==> config.mk <==
export PLATFORM = sky130hd
export DESIGN_NAME = gpsw_regs
export DESIGN_NICKNAME = d
export VERILOG_FILES = /design/src/gpsw_pkg.sv /design/src/gpsw_watchdog.sv /design/src/gpsw_regs.sv
export SDC_FILE = /design/constraint.sdc
export NUM_CORES = 1
export LEC_CHECK = 0
export ABC_AREA = 1
export ABC_CLOCK_PERIOD_IN_PS = 2000
export BUFFER_PORTS_ARGS = -buffer_cell sky130_fd_sc_hd__buf_4
export CAP_MARGIN = 20
export CORE_AREA = 2 2 134 97
export CTS_CLUSTER_DIAMETER = 60
export CTS_CLUSTER_SIZE = 20
export DETAILED_ROUTE_END_ITERATION = 10
export DIE_AREA = 0 0 136 99
export SYNTH_ARGS = -nofsm -noshare
export SYNTH_HDL_FRONTEND = slang
export SYNTH_SLANG_ARGS = --single-unit
==> constraint.sdc <==
create_clock -name i_sys_clk -period 2 [get_ports i_sys_clk]
set_input_delay 0 -clock i_sys_clk [delete_from_list [all_inputs] [get_ports i_sys_clk]]
set_output_delay 0 -clock i_sys_clk [all_outputs]
set_load 0.02 [all_outputs]
==> src/gpsw_pkg.sv <==
package gpsw_pkg;
  // --------------------------------------------------------------
  // register map
  // --------------------------------------------------------------
  localparam logic [7:0] GPSW_ADDR_GPIO_PAIR_HI = 8'h1D;
  localparam logic [7:0] GPSW_ADDR_GPIO_PAIR_LO = 8'h1E;
  localparam logic [7:0] GPSW_ADDR_STRAP_OVR = 8'h1F;
  localparam logic [7:0] GPSW_ADDR_WDOG_CTRL = 8'h20;
  // --------------------------------------------------------------
  // reset values
  // --------------------------------------------------------------
  localparam logic [7:0] GPSW_RST_GPIO_PAIR = 8'h33;
  localparam logic [7:0] GPSW_RST_STRAP_OVR = 8'h00;
  localparam logic [7:0] GPSW_RST_WDOG_CTRL = 8'hFE;
  // --------------------------------------------------------------
  // field positions
  // --------------------------------------------------------------
  localparam int GPSW_BIT_UP_VAL = 7;
  localparam int GPSW_BIT_UP_DIR = 5;
  localparam int GPSW_BIT_UP_EN = 4;
  localparam int GPSW_BIT_LO_VAL = 3;
  localparam int GPSW_BIT_LO_DIR = 1;
  localparam int GPSW_BIT_LO_EN = 0;
  localparam logic [7:0] GPSW_GPIO_PAIR_MASK = 8'hBB;
  localparam int GPSW_BIT_OVR = 7;
  localparam int GPSW_BIT_OUT_EN = 6;
  localparam int GPSW_BIT_SLEEP_SEL = 5;
  localparam int GPSW_BIT_WDOG_DIS = 0;
  // --------------------------------------------------------------
  // timing
  // --------------------------------------------------------------
  localparam int GPSW_CLK_MHZ = 125;
  localparam int GPSW_WDOG_UNIT_MS = 2;
  localparam int GPSW_WDOG_UNIT_CYC = GPSW_WDOG_UNIT_MS * 1000 * GPSW_CLK_MHZ;

  // register write strobe carrier
  typedef struct packed {
    logic       wr;
    logic [7:0] addr;
    logic [7:0] data;
  } gpsw_reg_wr_t;

  // pin-sampled strap selections
  typedef struct packed {
    logic output_enable_cfg;
    logic output_sleep_state_sel;
  } gpsw_strap_t;

  typedef enum logic [1:0] {
    GPSW_WD_IDLE = 2'b00,
    GPSW_WD_RUN = 2'b01,
    GPSW_WD_ABORT = 2'b11
  } gpsw_wd_state_t;
endpackage

==> src/gpsw_watchdog.sv <==
`timescale 1ns/1ps
module gpsw_watchdog #(
  parameter int UNIT_CYC = gpsw_pkg::GPSW_WDOG_UNIT_CYC
) (
  // clock and reset
  input wire logic i_sys_clk,
  input wire logic i_reset_n,
  // configuration
  input wire logic [6:0] i_timeout_units,
  input wire logic i_disable,
  // transaction engine
  input wire logic i_xact_busy,
  output logic o_abort
);
  import gpsw_pkg::*;

  gpsw_wd_state_t state, next_state;
  logic [31:0] tick_cnt, next_tick_cnt;
  logic [6:0] unit_cnt, next_unit_cnt;
  logic next_abort;

  // --------------------------------------------------------------
  // timing state machine
  // --------------------------------------------------------------
  always_comb begin
    next_state = state;
    next_tick_cnt = tick_cnt;
    next_unit_cnt = unit_cnt;
    next_abort = 1'b0;
    case (state)
      GPSW_WD_IDLE: begin
        next_tick_cnt = '0;
        next_unit_cnt = '0;
        if (i_xact_busy && !i_disable) begin
          next_state = GPSW_WD_RUN;
        end
      end
      GPSW_WD_RUN: begin
        if (!i_xact_busy || i_disable) begin
          next_state = GPSW_WD_IDLE;
        end else if (tick_cnt == 32'(UNIT_CYC - 1)) begin
          next_tick_cnt = '0;
          next_unit_cnt = unit_cnt + 7'h01;
          // timeout is field times 2 ms; a zero field aborts after 1 unit
          if (unit_cnt + 7'h01 >= i_timeout_units) begin
            next_state = GPSW_WD_ABORT;
            next_abort = 1'b1;
          end
        end else begin
          next_tick_cnt = tick_cnt + 32'h1;
        end
      end
      GPSW_WD_ABORT: begin
        // wait for the engine to drop busy so the channel is freed
        if (!i_xact_busy) begin
          next_state = GPSW_WD_IDLE;
        end
      end
      default: next_state = GPSW_WD_IDLE;
    endcase
  end

  always_ff @(posedge i_sys_clk or negedge i_reset_n) begin
    if (!i_reset_n) begin
      state <= GPSW_WD_IDLE;
      tick_cnt <= '0;
      unit_cnt <= '0;
      o_abort <= 1'b0;
    end else begin
      state <= next_state;
      tick_cnt <= next_tick_cnt;
      unit_cnt <= next_unit_cnt;
      o_abort <= next_abort;
    end
  end
endmodule

==> src/gpsw_regs.sv <==
`timescale 1ns/1ps
// Notes on behaviour
// pin drives its value bit only when enabled and set to output
// direction one means input, zero means output; bits 5 and 1
// enable zero floats the pin whatever direction and value say
// 0x1D holds pin 2 in upper nibble, pin 3 lower; 6,2 reserved
// 0x1E holds pin 0 upper, pin 1 lower, same layout
// override bit 7 clear uses pin-sampled selections; reset 0x00
// override set takes output enable bit 6, sleep state bit 5; here bit 5 is read-only and the last pin-sampled sleep state is held
// watchdog aborts a control transaction that overruns timeout
// timeout is bits 7:1 times 2 ms; reset value 0xFE
// software should never program a zero timeout
// bit 0 set disables the watchdog, clear lets it run
// both pin-pair registers reset to 0x33
// reserved bits read zero; sleep-state bit read-only, shows effect
module gpsw_regs #(
  parameter int WDOG_UNIT_CYC = gpsw_pkg::GPSW_WDOG_UNIT_CYC
) (
  // clock and reset
  input wire logic i_sys_clk,
  input wire logic i_reset_n,
  // register access from the serial control port
  input wire gpsw_pkg::gpsw_reg_wr_t i_reg_wr,
  input wire logic [7:0] i_rd_addr,
  output logic [7:0] o_rd_data,
  // configuration straps sampled from pins
  input wire gpsw_pkg::gpsw_strap_t i_strap,
  output gpsw_pkg::gpsw_strap_t o_strap_eff,
  // general-purpose pins, index n is gp_pin_n
  input wire logic [3:0] i_gp_pin,
  output logic [3:0] o_gp_pin,
  output logic [3:0] o_gp_pin_oe,
  output logic [3:0] o_gp_pin_in,
  // control channel transaction engine
  input wire logic i_xact_busy,
  output logic o_xact_abort
);
  import gpsw_pkg::*;

  logic [7:0] gpio_pair_hi_config, next_gpio_pair_hi_config;
  logic [7:0] gpio_pair_lo_config, next_gpio_pair_lo_config;
  logic strap_override, next_strap_override;
  logic output_enable_reg, next_output_enable_reg;
  // sleep-state selection held while the override is set
  logic sleep_sel_reg, next_sleep_sel_reg;
  logic [7:0] channel_watchdog_control, next_channel_watchdog_control;
  logic [7:0] next_rd_data;
  logic [3:0] next_gp_pin, next_gp_pin_oe, next_gp_pin_in;
  gpsw_strap_t next_strap_eff;
  logic [7:0] strap_reg_view;

  // drive enable for one pin from its dir/enable bits
  function automatic logic pin_drives(input logic en, input logic dir);
    return en && !dir;
  endfunction

  // --------------------------------------------------------------
  // register writes
  // --------------------------------------------------------------
  always_comb begin
    next_gpio_pair_hi_config = gpio_pair_hi_config;
    next_gpio_pair_lo_config = gpio_pair_lo_config;
    next_strap_override = strap_override;
    next_output_enable_reg = output_enable_reg;
    next_channel_watchdog_control = channel_watchdog_control;
    if (i_reg_wr.wr) begin
      if (i_reg_wr.addr == GPSW_ADDR_GPIO_PAIR_HI) begin
        next_gpio_pair_hi_config =
          i_reg_wr.data & GPSW_GPIO_PAIR_MASK;
      end else if (i_reg_wr.addr == GPSW_ADDR_GPIO_PAIR_LO) begin
        next_gpio_pair_lo_config =
          i_reg_wr.data & GPSW_GPIO_PAIR_MASK;
      end else if (i_reg_wr.addr == GPSW_ADDR_STRAP_OVR) begin
        // sleep-state bit is read-only and takes no write
        next_strap_override = i_reg_wr.data[GPSW_BIT_OVR];
        next_output_enable_reg = i_reg_wr.data[GPSW_BIT_OUT_EN];
      end else if (i_reg_wr.addr == GPSW_ADDR_WDOG_CTRL) begin
        next_channel_watchdog_control = i_reg_wr.data;
      end
    end
  end

  always_ff @(posedge i_sys_clk or negedge i_reset_n) begin
    if (!i_reset_n) begin
      gpio_pair_hi_config <= GPSW_RST_GPIO_PAIR;
      gpio_pair_lo_config <= GPSW_RST_GPIO_PAIR;
      strap_override <= GPSW_RST_STRAP_OVR[GPSW_BIT_OVR];
      output_enable_reg <= GPSW_RST_STRAP_OVR[GPSW_BIT_OUT_EN];
      channel_watchdog_control <= GPSW_RST_WDOG_CTRL;
    end else begin
      gpio_pair_hi_config <= next_gpio_pair_hi_config;
      gpio_pair_lo_config <= next_gpio_pair_lo_config;
      strap_override <= next_strap_override;
      output_enable_reg <= next_output_enable_reg;
      channel_watchdog_control <= next_channel_watchdog_control;
    end
  end

  // --------------------------------------------------------------
  // sleep-state select
  // --------------------------------------------------------------
  // no write reaches this bit: it follows the pin while the override
  // is clear and freezes when the override is set, so turning the
  // override on never makes the selection in effect jump
  always_comb begin
    next_sleep_sel_reg = sleep_sel_reg;
    if (!strap_override) begin
      next_sleep_sel_reg = i_strap.output_sleep_state_sel;
    end
  end

  always_ff @(posedge i_sys_clk or negedge i_reset_n) begin
    if (!i_reset_n) begin
      sleep_sel_reg <= GPSW_RST_STRAP_OVR[GPSW_BIT_SLEEP_SEL];
    end else begin
      sleep_sel_reg <= next_sleep_sel_reg;
    end
  end

  // --------------------------------------------------------------
  // pins and straps
  // --------------------------------------------------------------
  // a floated or input pin shows 0 on o_gp_pin, so the pad side never
  // sees a stale output value
  always_comb begin
    // index order: pin 0,1 from 0x1E, pin 2,3 from 0x1D
    next_gp_pin_oe[0] = pin_drives(gpio_pair_lo_config[GPSW_BIT_UP_EN],
      gpio_pair_lo_config[GPSW_BIT_UP_DIR]);
    next_gp_pin_oe[1] = pin_drives(gpio_pair_lo_config[GPSW_BIT_LO_EN],
      gpio_pair_lo_config[GPSW_BIT_LO_DIR]);
    next_gp_pin_oe[2] = pin_drives(gpio_pair_hi_config[GPSW_BIT_UP_EN],
      gpio_pair_hi_config[GPSW_BIT_UP_DIR]);
    next_gp_pin_oe[3] = pin_drives(gpio_pair_hi_config[GPSW_BIT_LO_EN],
      gpio_pair_hi_config[GPSW_BIT_LO_DIR]);
    next_gp_pin[0] = next_gp_pin_oe[0] &&
      gpio_pair_lo_config[GPSW_BIT_UP_VAL];
    next_gp_pin[1] = next_gp_pin_oe[1] &&
      gpio_pair_lo_config[GPSW_BIT_LO_VAL];
    next_gp_pin[2] = next_gp_pin_oe[2] &&
      gpio_pair_hi_config[GPSW_BIT_UP_VAL];
    next_gp_pin[3] = next_gp_pin_oe[3] &&
      gpio_pair_hi_config[GPSW_BIT_LO_VAL];
    // input seen only while the pin is enabled as input
    next_gp_pin_in[0] = gpio_pair_lo_config[GPSW_BIT_UP_EN] &&
      gpio_pair_lo_config[GPSW_BIT_UP_DIR] && i_gp_pin[0];
    next_gp_pin_in[1] = gpio_pair_lo_config[GPSW_BIT_LO_EN] &&
      gpio_pair_lo_config[GPSW_BIT_LO_DIR] && i_gp_pin[1];
    next_gp_pin_in[2] = gpio_pair_hi_config[GPSW_BIT_UP_EN] &&
      gpio_pair_hi_config[GPSW_BIT_UP_DIR] && i_gp_pin[2];
    next_gp_pin_in[3] = gpio_pair_hi_config[GPSW_BIT_LO_EN] &&
      gpio_pair_hi_config[GPSW_BIT_LO_DIR] && i_gp_pin[3];

    if (strap_override) begin
      next_strap_eff.output_enable_cfg = output_enable_reg;
      next_strap_eff.output_sleep_state_sel = sleep_sel_reg;
    end else begin
      next_strap_eff = i_strap;
    end
  end

  always_ff @(posedge i_sys_clk or negedge i_reset_n) begin
    if (!i_reset_n) begin
      o_gp_pin <= 4'h0;
      o_gp_pin_oe <= 4'h0;
      o_gp_pin_in <= 4'h0;
      o_strap_eff <= '0;
    end else begin
      o_gp_pin <= next_gp_pin;
      o_gp_pin_oe <= next_gp_pin_oe;
      o_gp_pin_in <= next_gp_pin_in;
      o_strap_eff <= next_strap_eff;
    end
  end

  // --------------------------------------------------------------
  // read data
  // --------------------------------------------------------------
  // the sleep-state bit shows the selection in effect rather than a
  // stored copy, so software reads what the output stage is given;
  // the cost is one extra mux level on the read path
  always_comb begin
    strap_reg_view = 8'h00;
    strap_reg_view[GPSW_BIT_OVR] = strap_override;
    strap_reg_view[GPSW_BIT_OUT_EN] = output_enable_reg;
    strap_reg_view[GPSW_BIT_SLEEP_SEL] =
      next_strap_eff.output_sleep_state_sel;

    if (i_rd_addr == GPSW_ADDR_GPIO_PAIR_HI) begin
      next_rd_data = gpio_pair_hi_config;
    end else if (i_rd_addr == GPSW_ADDR_GPIO_PAIR_LO) begin
      next_rd_data = gpio_pair_lo_config;
    end else if (i_rd_addr == GPSW_ADDR_STRAP_OVR) begin
      next_rd_data = strap_reg_view;
    end else if (i_rd_addr == GPSW_ADDR_WDOG_CTRL) begin
      next_rd_data = channel_watchdog_control;
    end else begin
      // unmapped offsets read as zero
      next_rd_data = 8'h00;
    end
  end

  always_ff @(posedge i_sys_clk or negedge i_reset_n) begin
    if (!i_reset_n) begin
      o_rd_data <= 8'h00;
    end else begin
      o_rd_data <= next_rd_data;
    end
  end

  // --------------------------------------------------------------
  // control channel watchdog
  // --------------------------------------------------------------
  // the unit length is a parameter so a short unit can stand in for
  // 2 ms in simulation; hardware keeps the default
  gpsw_watchdog #(
    .UNIT_CYC(WDOG_UNIT_CYC)
  ) gpsw_watchdog_i (
    .i_sys_clk(i_sys_clk),
    .i_reset_n(i_reset_n),
    .i_timeout_units(channel_watchdog_control[7:1]),
    .i_disable(channel_watchdog_control[GPSW_BIT_WDOG_DIS]),
    .i_xact_busy(i_xact_busy),
    .o_abort(o_xact_abort)
  );
endmodule

Word-level counts from Yosys, hierarchy flattened
Cells that the tools add are included.
{"block": "op_classes", "addsub": 2, "mul": 0, "div": 0, "order_cmp": 1, "n_eq_ne": 17, "shifts": 0, "muxes": 21, "bitwise": 3, "reduce_logical": 33}
{"op": "$mux W32", "n": 2}
{"op": "$pmux W32 S2", "n": 1}
{"op": "$eq A8 B5 Y1 const B", "n": 6}
{"op": "$add A32 B1 Y32 const B", "n": 1}
{"op": "$eq A32 B18 Y1 const B", "n": 1}
{"op": "$mux W8", "n": 4}
{"op": "$logic_and A1 B1 Y1", "n": 17}
{"op": "$eq A8 B6 Y1 const B", "n": 2}
{"op": "$mux W7", "n": 2}
{"op": "$pmux W7 S2", "n": 1}
{"op": "$mux W2", "n": 6}
{"op": "$reduce_and A4 Y1", "n": 2}
{"op": "$add A7 B1 Y7 const B", "n": 1}
{"op": "$ge A7 B7 Y1", "n": 1}
{"op": "$logic_not A1 Y1", "n": 6}
{"op": "$ne A3 B1 Y1 const B", "n": 2}
{"op": "$pmux W2 S3", "n": 1}
{"op": "$reduce_and A3 Y1", "n": 2}
{"op": "$reduce_and A5 Y1", "n": 1}
{"op": "$mux W1", "n": 4}
{"op": "$ne A2 B1 Y1 const B", "n": 2}
{"op": "$ne A2 B2 Y1 const B", "n": 2}
{"op": "$reduce_and A2 Y1", "n": 2}
{"op": "$not A1 Y1", "n": 3}
{"op": "other kinds (5)", "n": 5}
{"block": "word_totals", "register_bits": 87, "latchBits": 0, "ram_bits": 0, "romBits": 0, "output_inout_bits": 23, "memories": 0}

Logic depth before layout (Yosys ltp)
Gate-level depths: netlist of run 1.
{"block": "depth", "depth_word": 6, "depth_mapped": 13, "depth_no_buf": 13}

Hierarchy
From an unflattened synthesis of run 1, not the netlist that was laid out.
{"block": "hier_totals", "cells_unflattened": 636, "area_unflattened_um2": 4883.4}
{"module": "gpsw_watchdog", "instances": 1, "cells_each": 414, "area_each_um2": 2886.5, "seq_area_each_um2": 1051.0}
{"module": "gpsw_regs", "instances": 1, "cells_each": 222, "area_each_um2": 1996.9, "seq_area_each_um2": 1144.8}

Worst setup path before layout of run 1
OpenSTA, ideal clock, no wires.
{"block": "synth_timing", "path_kind": "reg2reg", "start": "register gpsw_watchdog_i.unit_cnt[0]", "end": "register gpsw_watchdog_i.state[0]", "t_arrival_ns": 1.861, "required_ns": 1.883, "path_slack_ns": 0.022, "path_stages_with_launch": 14, "period_less_slack_ns": 1.978, "cell_sequence": "dfrtp_1 > ha_1 > nand3_1 > nand3b_1 > xnor2_1 > ha_1 > nand2_1 > inv_1 > a21oi_1 > nand2_1 > nand3_1 > nand2_1 > nand3_1 > nand2_1"}
{"block": "synth_between", "elab_chain_len": 4}
{"item": "start: declaration", "line": "gpsw_watchdog.sv:19", "source": "logic [6:0] unit_cnt, next_unit_cnt;"}
{"item": "start signal: assignment", "line": "gpsw_watchdog.sv:72", "source": "unit_cnt <= next_unit_cnt;"}
{"item": "$add A7 B1 Y7", "line": "gpsw_watchdog.sv:45", "source": "if (unit_cnt + 7'h01 >= i_timeout_units) begin"}
{"item": "$ge A7 B7 Y1", "line": "gpsw_watchdog.sv:45"}
{"item": "$ne A3 B1 Y1 (no source line)"}
{"item": "$reduce_and A4 Y1 (no source line)"}
{"item": "end signal: assignment", "line": "gpsw_watchdog.sv:70", "source": "state <= next_state;"}
{"item": "end: declaration", "line": "gpsw_watchdog.sv:17", "source": "gpsw_wd_state_t state, next_state;"}
Every way passes these cells.
A chain may end at the register's enable or synchronous reset.

Worst setup path in the final report of run 1
Same ends and word-level chain as after synthesis.

==> flow_metrics.env, run 1 <==
export IMPL_status="finished, violations left"
export IMPL_violations="setup timing"
export IMPL_drive_gt1_share_pct=19.35
export IMPL_endpoint_kind="flop"
export IMPL_cp_cell_sequence="ha_4 > nand3_4 > nand3b_1 > xnor2_2 > ha_1 > nand2_2 > inv_2 > a21oi_2 > buf_4 > nand4_1 > nand3_1 > nand2_1 > nand2_1"
export IMPL_syn_cell_area_mm2=0.004768
export IMPL_start_util_pct=39.19
export IMPL_cts_tree="yes"
export IMPL_async_reset_ff_share_pct=100.0
export IMPL_cts_root_buf="clkbuf_16"
export IMPL_io_buffer_count=56
export IMPL_die_w_um=136
export IMPL_crit_top_cell="nand2_1"
export IMPL_maxSlewHeadroom_pct=64.04
export IMPL_fin_skew_ns=0.006573
export IMPL_yosysWarnings=0
export IMPL_synth_xor_area_share_pct=2.939
export IMPL_placedCellCount=865
export IMPL_critical_path_class="reg -> reg"
export IMPL_fin_crit_sh_pct=103.3
export IMPL_finalSetupViolCount=2
export IMPL_fmax_ghz=0.4840
export IMPL_antenna_found_initial=0
export IMPL_wl_um=12390
export IMPL_ant_nets=0
export IMPL_drv_slew=0
export IMPL_netlist_instances=646
export IMPL_cts_htree_levels=3
export IMPL_io_pins=57
export IMPL_final_nets=777
export IMPL_vdd_drop_max_mv=0.4251
export IMPL_hp_class="in -> reg"
export IMPL_worstSetupStartpointType="flop"
export IMPL_stdcell_count=901
export IMPL_drt_initial_drc_count=342
export IMPL_cp_required_ns=2.29
export IMPL_place_gp_congestion=0.9062
export IMPL_coreArea_mm2=0.01217
export IMPL_cp_arrival_ns=2.35
export IMPL_cts_buffer_depth=2
export IMPL_crit_buf_inv=2
export IMPL_grt_usage_pct=19.51
export IMPL_synth_edff_count=0
export IMPL_synth_compound_area_share_pct=6.245
export IMPL_ys_seq_elements=87
export IMPL_clock_latency_ns=0.35
export IMPL_area_delta_synth_final_pct=25.82
export IMPL_first_pass_iters=5
export IMPL_fin_ws_ns=-0.06594
export IMPL_grt_max_degree=51
export IMPL_ys_flop_type="dfrtp_1"
export IMPL_hpwl_um=9258
export IMPL_fillers=1198
export IMPL_syn_nets=689
export IMPL_wl_per_cell_um=13.75
export IMPL_grt_ovfl_total=0
export IMPL_viasPerCell=4.865
export IMPL_synth_top_family_by_area="simple AND/OR/NAND/NOR gates"
export IMPL_cap_violations=0
export IMPL_cts_buffers=9
export IMPL_leakagePower_nw=2.818
export IMPL_yosys_area_share_adder_pct=2.362
export IMPL_largest_register_ffs=32
export IMPL_critPathMaxFanout=2
export IMPL_yosysUniqueCellTypes=38
export IMPL_pre_cts_ws_ns=-0.1167
export IMPL_fp_row_count=34
export IMPL_fp_dieH_um=99
export IMPL_critPathTopFamily="simple AND/OR/NAND/NOR gates"
export IMPL_vias=4383
export IMPL_die_area_mm2=0.01346
export IMPL_regMostFlops="gpsw_watchdog_i.tick_cnt"
export IMPL_synthMuxAreaShare_pct=0.4723
export IMPL_largestRegisters="gpsw_watchdog_i.tick_cnt: 32 flops, channel_watchdog_control: 8 flops, o_rd_data: 8 flops"
export IMPL_drc=0
export IMPL_hold_viol=0
export IMPL_path_clk_slew_ns=0.07
export IMPL_diodes=0
export IMPL_period_needed_ns=2.066
export IMPL_cp_slowest_cell="dfrtp_1"
export IMPL_grt_pass1_vias=4088
export IMPL_yosysSeqAreaShare_pct=46.05
export IMPL_critPathMaxStageDelay_ns=0.40
export IMPL_clock_sinks=87
export IMPL_grt_pass1_wl_um=20510
export IMPL_synthSimpleGateAreaFrac_pct=33.98
export IMPL_avgSynthCellArea_um2=7.381
export IMPL_rsz0062_at_grt="yes"
export IMPL_tightest_slew_ns=0.5373
export IMPL_p_per_area_mw_per_mm2=725.1
export IMPL_fin_total_pwr_mw=4.350
-- Yosys cell counts (2+ instances only) --
library cell | n | area (um^2)
nand2_1 | 209 | 784.5
nor2_1 | 99 | 371.6
inv_1 | 78 | 292.8
dfrtp_1 | 72 | 1802
o21ai_0 | 34 | 170.2
nand3_1 | 31 | 155.2
dfstp_2 | 15 | 394.1
nand4_1 | 15 | 93.84
xor2_1 | 12 | 105.1
ha_1 | 9 | 112.6
inv_2 | 7 | 26.28
buf_2 | 6 | 30.03
nor2_2 | 6 | 37.54
nor3_1 | 6 | 30.03
nand2_2 | 5 | 31.28
a21oi_1 | 4 | 20.02
nor2_4 | 4 | 45.04
o21ai_1 | 4 | 20.02
xnor2_1 | 4 | 35.03
o221ai_1 | 3 | 26.28
buf_4 | 2 | 15.01
mux2_2 | 2 | 22.52
nand3b_1 | 2 | 15.01
nor3b_1 | 2 | 15.01
o21bai_1 | 2 | 15.01
-- what timing repair did --
item,CTS,global route
endpoints found under the setup margin,3,3
setup buffers,1,2
pin swaps,7,11
gates resized for setup,5,13
hold endpoints to repair,64,0
hold buffers,17,0
-- where the power goes --
group	leakage, nW	internal, mW	total, mW	switching [mW]
Combinational	1.55	0.274	0.778	0.503
Clock	0.141	0.871	1.65	0.780
Sequential	1.13	1.85	1.92	0.0672
Total	2.82	3.00	4.35	1.35
-- tightest hold or removal path: stages --
cell and delay, ns:
buf_4 0.11, nand3_1 0.12, o21ai_0 0.09
-- kinds of logic (layout without fill, tap and decap cells) --
group,Yosys count,after routing
AO/OA/AOI/OAI,53,53
buffers and inverters,95,188
AND/OR/NAND/NOR,384,384
XOR/XNOR,16,16
multiplexers,2,2
adder cells (fa/ha/maj),9,9
flip-flops,87,87
-- per-stage QoR --
stage / cell area [um^2] / TNS [ns] / hold slack [ns] / util [%]
after floorplan: 4768 / 0 / -0.2956 / -
after global placement: 5439 / -0.04057 / 0.002486 / 44.70
after detailed placement: 5439 / -0.2469 / 0.01226 / 44.70
after CTS: 5927 / -0.01452 / 0.01767 / 48.71
after global routing: 6000 / -0.4771 / 0.03263 / 49.31
final: 6000 / -0.1222 / 0.02159 / 49.31
-- final cells by class --
class / count / area, um^2 / share of cell area (%)
multi-input combinational: 464 / 2270 / 37.83
clock inverter: 7 / 66.31 / 1.105
clock buffer: 9 / 225.2 / 3.754
tap: 162 / 202.7 / 3.379
timing repair buffer: 87 / 720.7 / 12.01
inverter: 85 / 319.1 / 5.318
sequential: 87 / 2196 / 36.60
-- layout by cell type (no fill, tap or decap), types with 5 or more instances in the layout --
cell type,instances
nor2_1,97
nor3_1,6
inv_2,8
nand3_1,27
o21ai_0,33
buf_4,68
nand4_1,15
nand2_1,206
clkbuf_16,9
dfstp_2,15
inv_1,77
o21ai_1,5
dfrtp_1,72
dlygate4sd3_1,17
xor2_1,12
ha_1,8
nor2_2,7
nand2_2,8
nor2_4,5
-- layer usage --
layer / global-route usage (%) / routed length [um] / vias to the layer above
li1: - / - / 2197
met1: 30.85 / 6351 / 2027
met2: 26.98 / 5052 / 141
met3: 4.012 / 836 / 18
met4: 4.647 / 153 / 0
met5: 0 / 0 / -
-- final timing paths --
check                           slack (ns)                                    start                                 endpoint  depth (start not counted)
worst max-delay path                 -0.07  gpsw_watchdog_i.unit_cnt[0]$_DFFE_PN0P_     gpsw_watchdog_i.state[0]$_DFFE_PN0P_                         13
worst min-delay path                  0.02                             i_reg_wr[16]               strap_override$_DFFE_PN0P_                          3
worst max register to register       -0.07  gpsw_watchdog_i.unit_cnt[0]$_DFFE_PN0P_     gpsw_watchdog_i.state[0]$_DFFE_PN0P_                         13
worst min register to register        0.49  channel_watchdog_control[2]$_DFFE_PN1P_  channel_watchdog_control[2]$_DFFE_PN1P_                          2
max in group asynchronous             1.14                                i_reset_n       gpio_pair_lo_config[1]$_DFFE_PN1P_                          3
min in group asynchronous             0.17                                i_reset_n                 o_strap_eff[1]$_DFF_PN0_                          2
No activity file was read; power rests on OpenSTA's default activity.
==> inputs of run 2 (changes only) <==
==> constraint.sdc (replaced) <==
create_clock -name i_sys_clk -period 2 [get_ports i_sys_clk]
set_input_delay 0.6 -clock i_sys_clk [delete_from_list [all_inputs] [get_ports i_sys_clk]]
set_output_delay 0.6 -clock i_sys_clk [all_outputs]
set_load 0.02 [all_outputs]
==> flow_metrics.env, run 2 (same netlist as run 1, synthesis figures left out) <==
export IMPL_layout_common_cells="208 x nand2_1, 97 x nor2_1, 78 x inv_1, 72 x buf_4, 71 x dfrtp_1"
export IMPL_layout_commonest_cell="nand2_1"
export IMPL_start_util_pct=39.19
export IMPL_leakagePower_nw=2.781
export IMPL_vdd_drop_max_mv=0.4771
export IMPL_area_delta_synth_final_pct=23.17
export IMPL_internal_power_mw=2.983
export IMPL_antenna_found_initial=0
export IMPL_regMostFlops="gpsw_watchdog_i.tick_cnt"
export IMPL_drc=0
export IMPL_violations="setup timing"
export IMPL_rsz0062_at_grt="yes"
export IMPL_critical_path_class="reg -> reg"
export IMPL_wl_per_cell_um=13.75
export IMPL_hpwl_um=9400
export IMPL_clock_latency_ns=0.35
export IMPL_multiInputGateArea_mm2=0.002245
export IMPL_cts_root_buf="clkbuf_16"
export IMPL_finalSetupViolCount=1
export IMPL_clkPwrFrac_pct=38.5
export IMPL_drive_gt1_share_pct=20.05
export IMPL_largest_register_ffs=32
export IMPL_p_switching_mw=1.340
export IMPL_period_needed_ns=2.037
export IMPL_critPathMaxFanout=4
export IMPL_final_nets=766
export IMPL_grt_pass1_vias=4149
export IMPL_fin_crit_sh_pct=101.9
export IMPL_cap_violations=0
export IMPL_status="finished, violations left"
export IMPL_cts_htree_levels=3
export IMPL_coreArea_mm2=0.01217
export IMPL_grt_pass1_wl_um=20730
export IMPL_io_pins=57
export IMPL_cts_buffers=9
export IMPL_fillers=1208
export IMPL_hold_viol=0
export IMPL_pre_cts_ws_ns=-0.09879
export IMPL_diodes=0
export IMPL_maxSlewHeadroom_pct=69.63
export IMPL_drt_initial_drc_count=437
export IMPL_p_per_area_mw_per_mm2=736.1
export IMPL_clock_sinks=87
export IMPL_cp_required_ns=2.29
export IMPL_fin_total_pwr_mw=4.323
export IMPL_hold_buffers=0
export IMPL_fp_dieH_um=99
export IMPL_ant_nets=0
export IMPL_combPwrFrac_pct=16.7
export IMPL_largestRegisters="gpsw_watchdog_i.tick_cnt: 32 flops, channel_watchdog_control: 8 flops, o_rd_data: 8 flops"
export IMPL_hp_class="in -> async"
export IMPL_fp_row_count=34
export IMPL_cts_tree="yes"
export IMPL_path_clk_slew_ns=0.07
export IMPL_endpoint_kind="flop"
export IMPL_fin_skew_ns=0.006429
export IMPL_viasPerCell=4.820
export IMPL_grt_max_degree=34
export IMPL_grt_usage_pct=19.77
export IMPL_fmax_ghz=0.4909
export IMPL_cts_buffer_depth=2
export IMPL_tightest_slew_ns=0.4556
export IMPL_place_gp_congestion=0.9025
export IMPL_p_seq_share_pct=44.7
export IMPL_p_sw_share_pct=31.01
export IMPL_first_pass_iters=5
export IMPL_wl_um=12230
export IMPL_grt_ovfl_total=0
export IMPL_drv_slew=0
export IMPL_die_area_mm2=0.01346
export IMPL_cp_arrival_ns=2.32
export IMPL_worstSetupStartpointType="flop"
export IMPL_fin_ws_ns=-0.03701
export IMPL_regArea_mm2=0.002197
export IMPL_vias=4290
export IMPL_io_buffer_count=56
export IMPL_die_w_um=136
[run 2: cell type report]
| class | instances | share of cell area [%] |
|---|---|---|
| multi-input cells | 464 | 38.22 |
| flip-flops and latches | 87 | 37.41 |
| repair buffers | 76 | 10.42 |
| inverters | 85 | 5.432 |
| clock buffers | 9 | 3.835 |
| well taps | 162 | 3.451 |
| clock inverters | 7 | 1.236 |
[run 2: worst max-delay path: stages, from the launching register on]
cell and delay (ns):
dfrtp_1 0.42, buf_6 0.13, nand3_1 0.10, nand3b_1 0.22, xnor2_2 0.16, ha_1 0.29, nand2_2 0.09, inv_1 0.05
a21oi_2 0.12, buf_4 0.12, nand4_1 0.07, nand3_1 0.09, nand2_1 0.05, nand2_1 0.07
[run 2: per-stage QoR]
stage	std cells	TNS (ns)	area, um^2	hold WS [ns]	util, %
floorplan	646	0	4768	0.3044	-
global placement	868	-0.06747	5474	0.4684	44.99
detailed placement	868	-0.1611	5474	0.4694	44.99
CTS	886	-0.008322	5803	0.2124	47.70
global route	890	-0.5413	5873	0.2280	48.27
finish	890	-0.03701	5873	0.1943	48.27
[run 2: worst paths after layout]
path                                                          from                                 endpoint  slack [ns]  cells after the start
min in group i_sys_clk                                 i_reg_wr[3]       gpio_pair_hi_config[3]$_DFFE_PN0P_        0.47                      3
setup / recovery           gpsw_watchdog_i.unit_cnt[0]$_DFFE_PN0P_     gpsw_watchdog_i.state[0]$_DFFE_PN0P_       -0.04                     13
max in group asynchronous                                i_reset_n  channel_watchdog_control[6]$_DFFE_PN1P_        1.23                      2
setup reg to reg           gpsw_watchdog_i.unit_cnt[0]$_DFFE_PN0P_     gpsw_watchdog_i.state[0]$_DFFE_PN0P_       -0.04                     13
hold / removal                                           i_reset_n                 o_strap_eff[1]$_DFF_PN0_        0.19                      1
hold reg to reg            channel_watchdog_control[2]$_DFFE_PN1P_  channel_watchdog_control[2]$_DFFE_PN1P_        0.48                      2
[run 2: routing by layer]
layer / up-vias / GRT usage, % / routed length (um)
met4: 0 / 5.529 / 138
met3: 9 / 3.755 / 773
met5: - / 0 / 0
met1: 1976 / 31.42 / 6384
met2: 126 / 26.94 / 4937
li1: 2179 / - / -
[run 2: power by group through the flow]
stage	logic, mW	registers (mW)	clock network [mW]
finish	0.722	1.93	1.67
global placement	0.679	1.97	0
floorplan	0.411	1.97	0
global route	0.808	1.95	1.79
detailed placement	0.697	1.97	0
CTS	0.704	1.94	1.72
[run 2: timing repair]
| item | CTS | global route |
|---|---|---|
| buffers inserted | 2 | 4 |
| gates resized for setup | 4 | 9 |
| endpoints found under the setup margin | 3 | 23 |
| pin swaps | 8 | 6 |
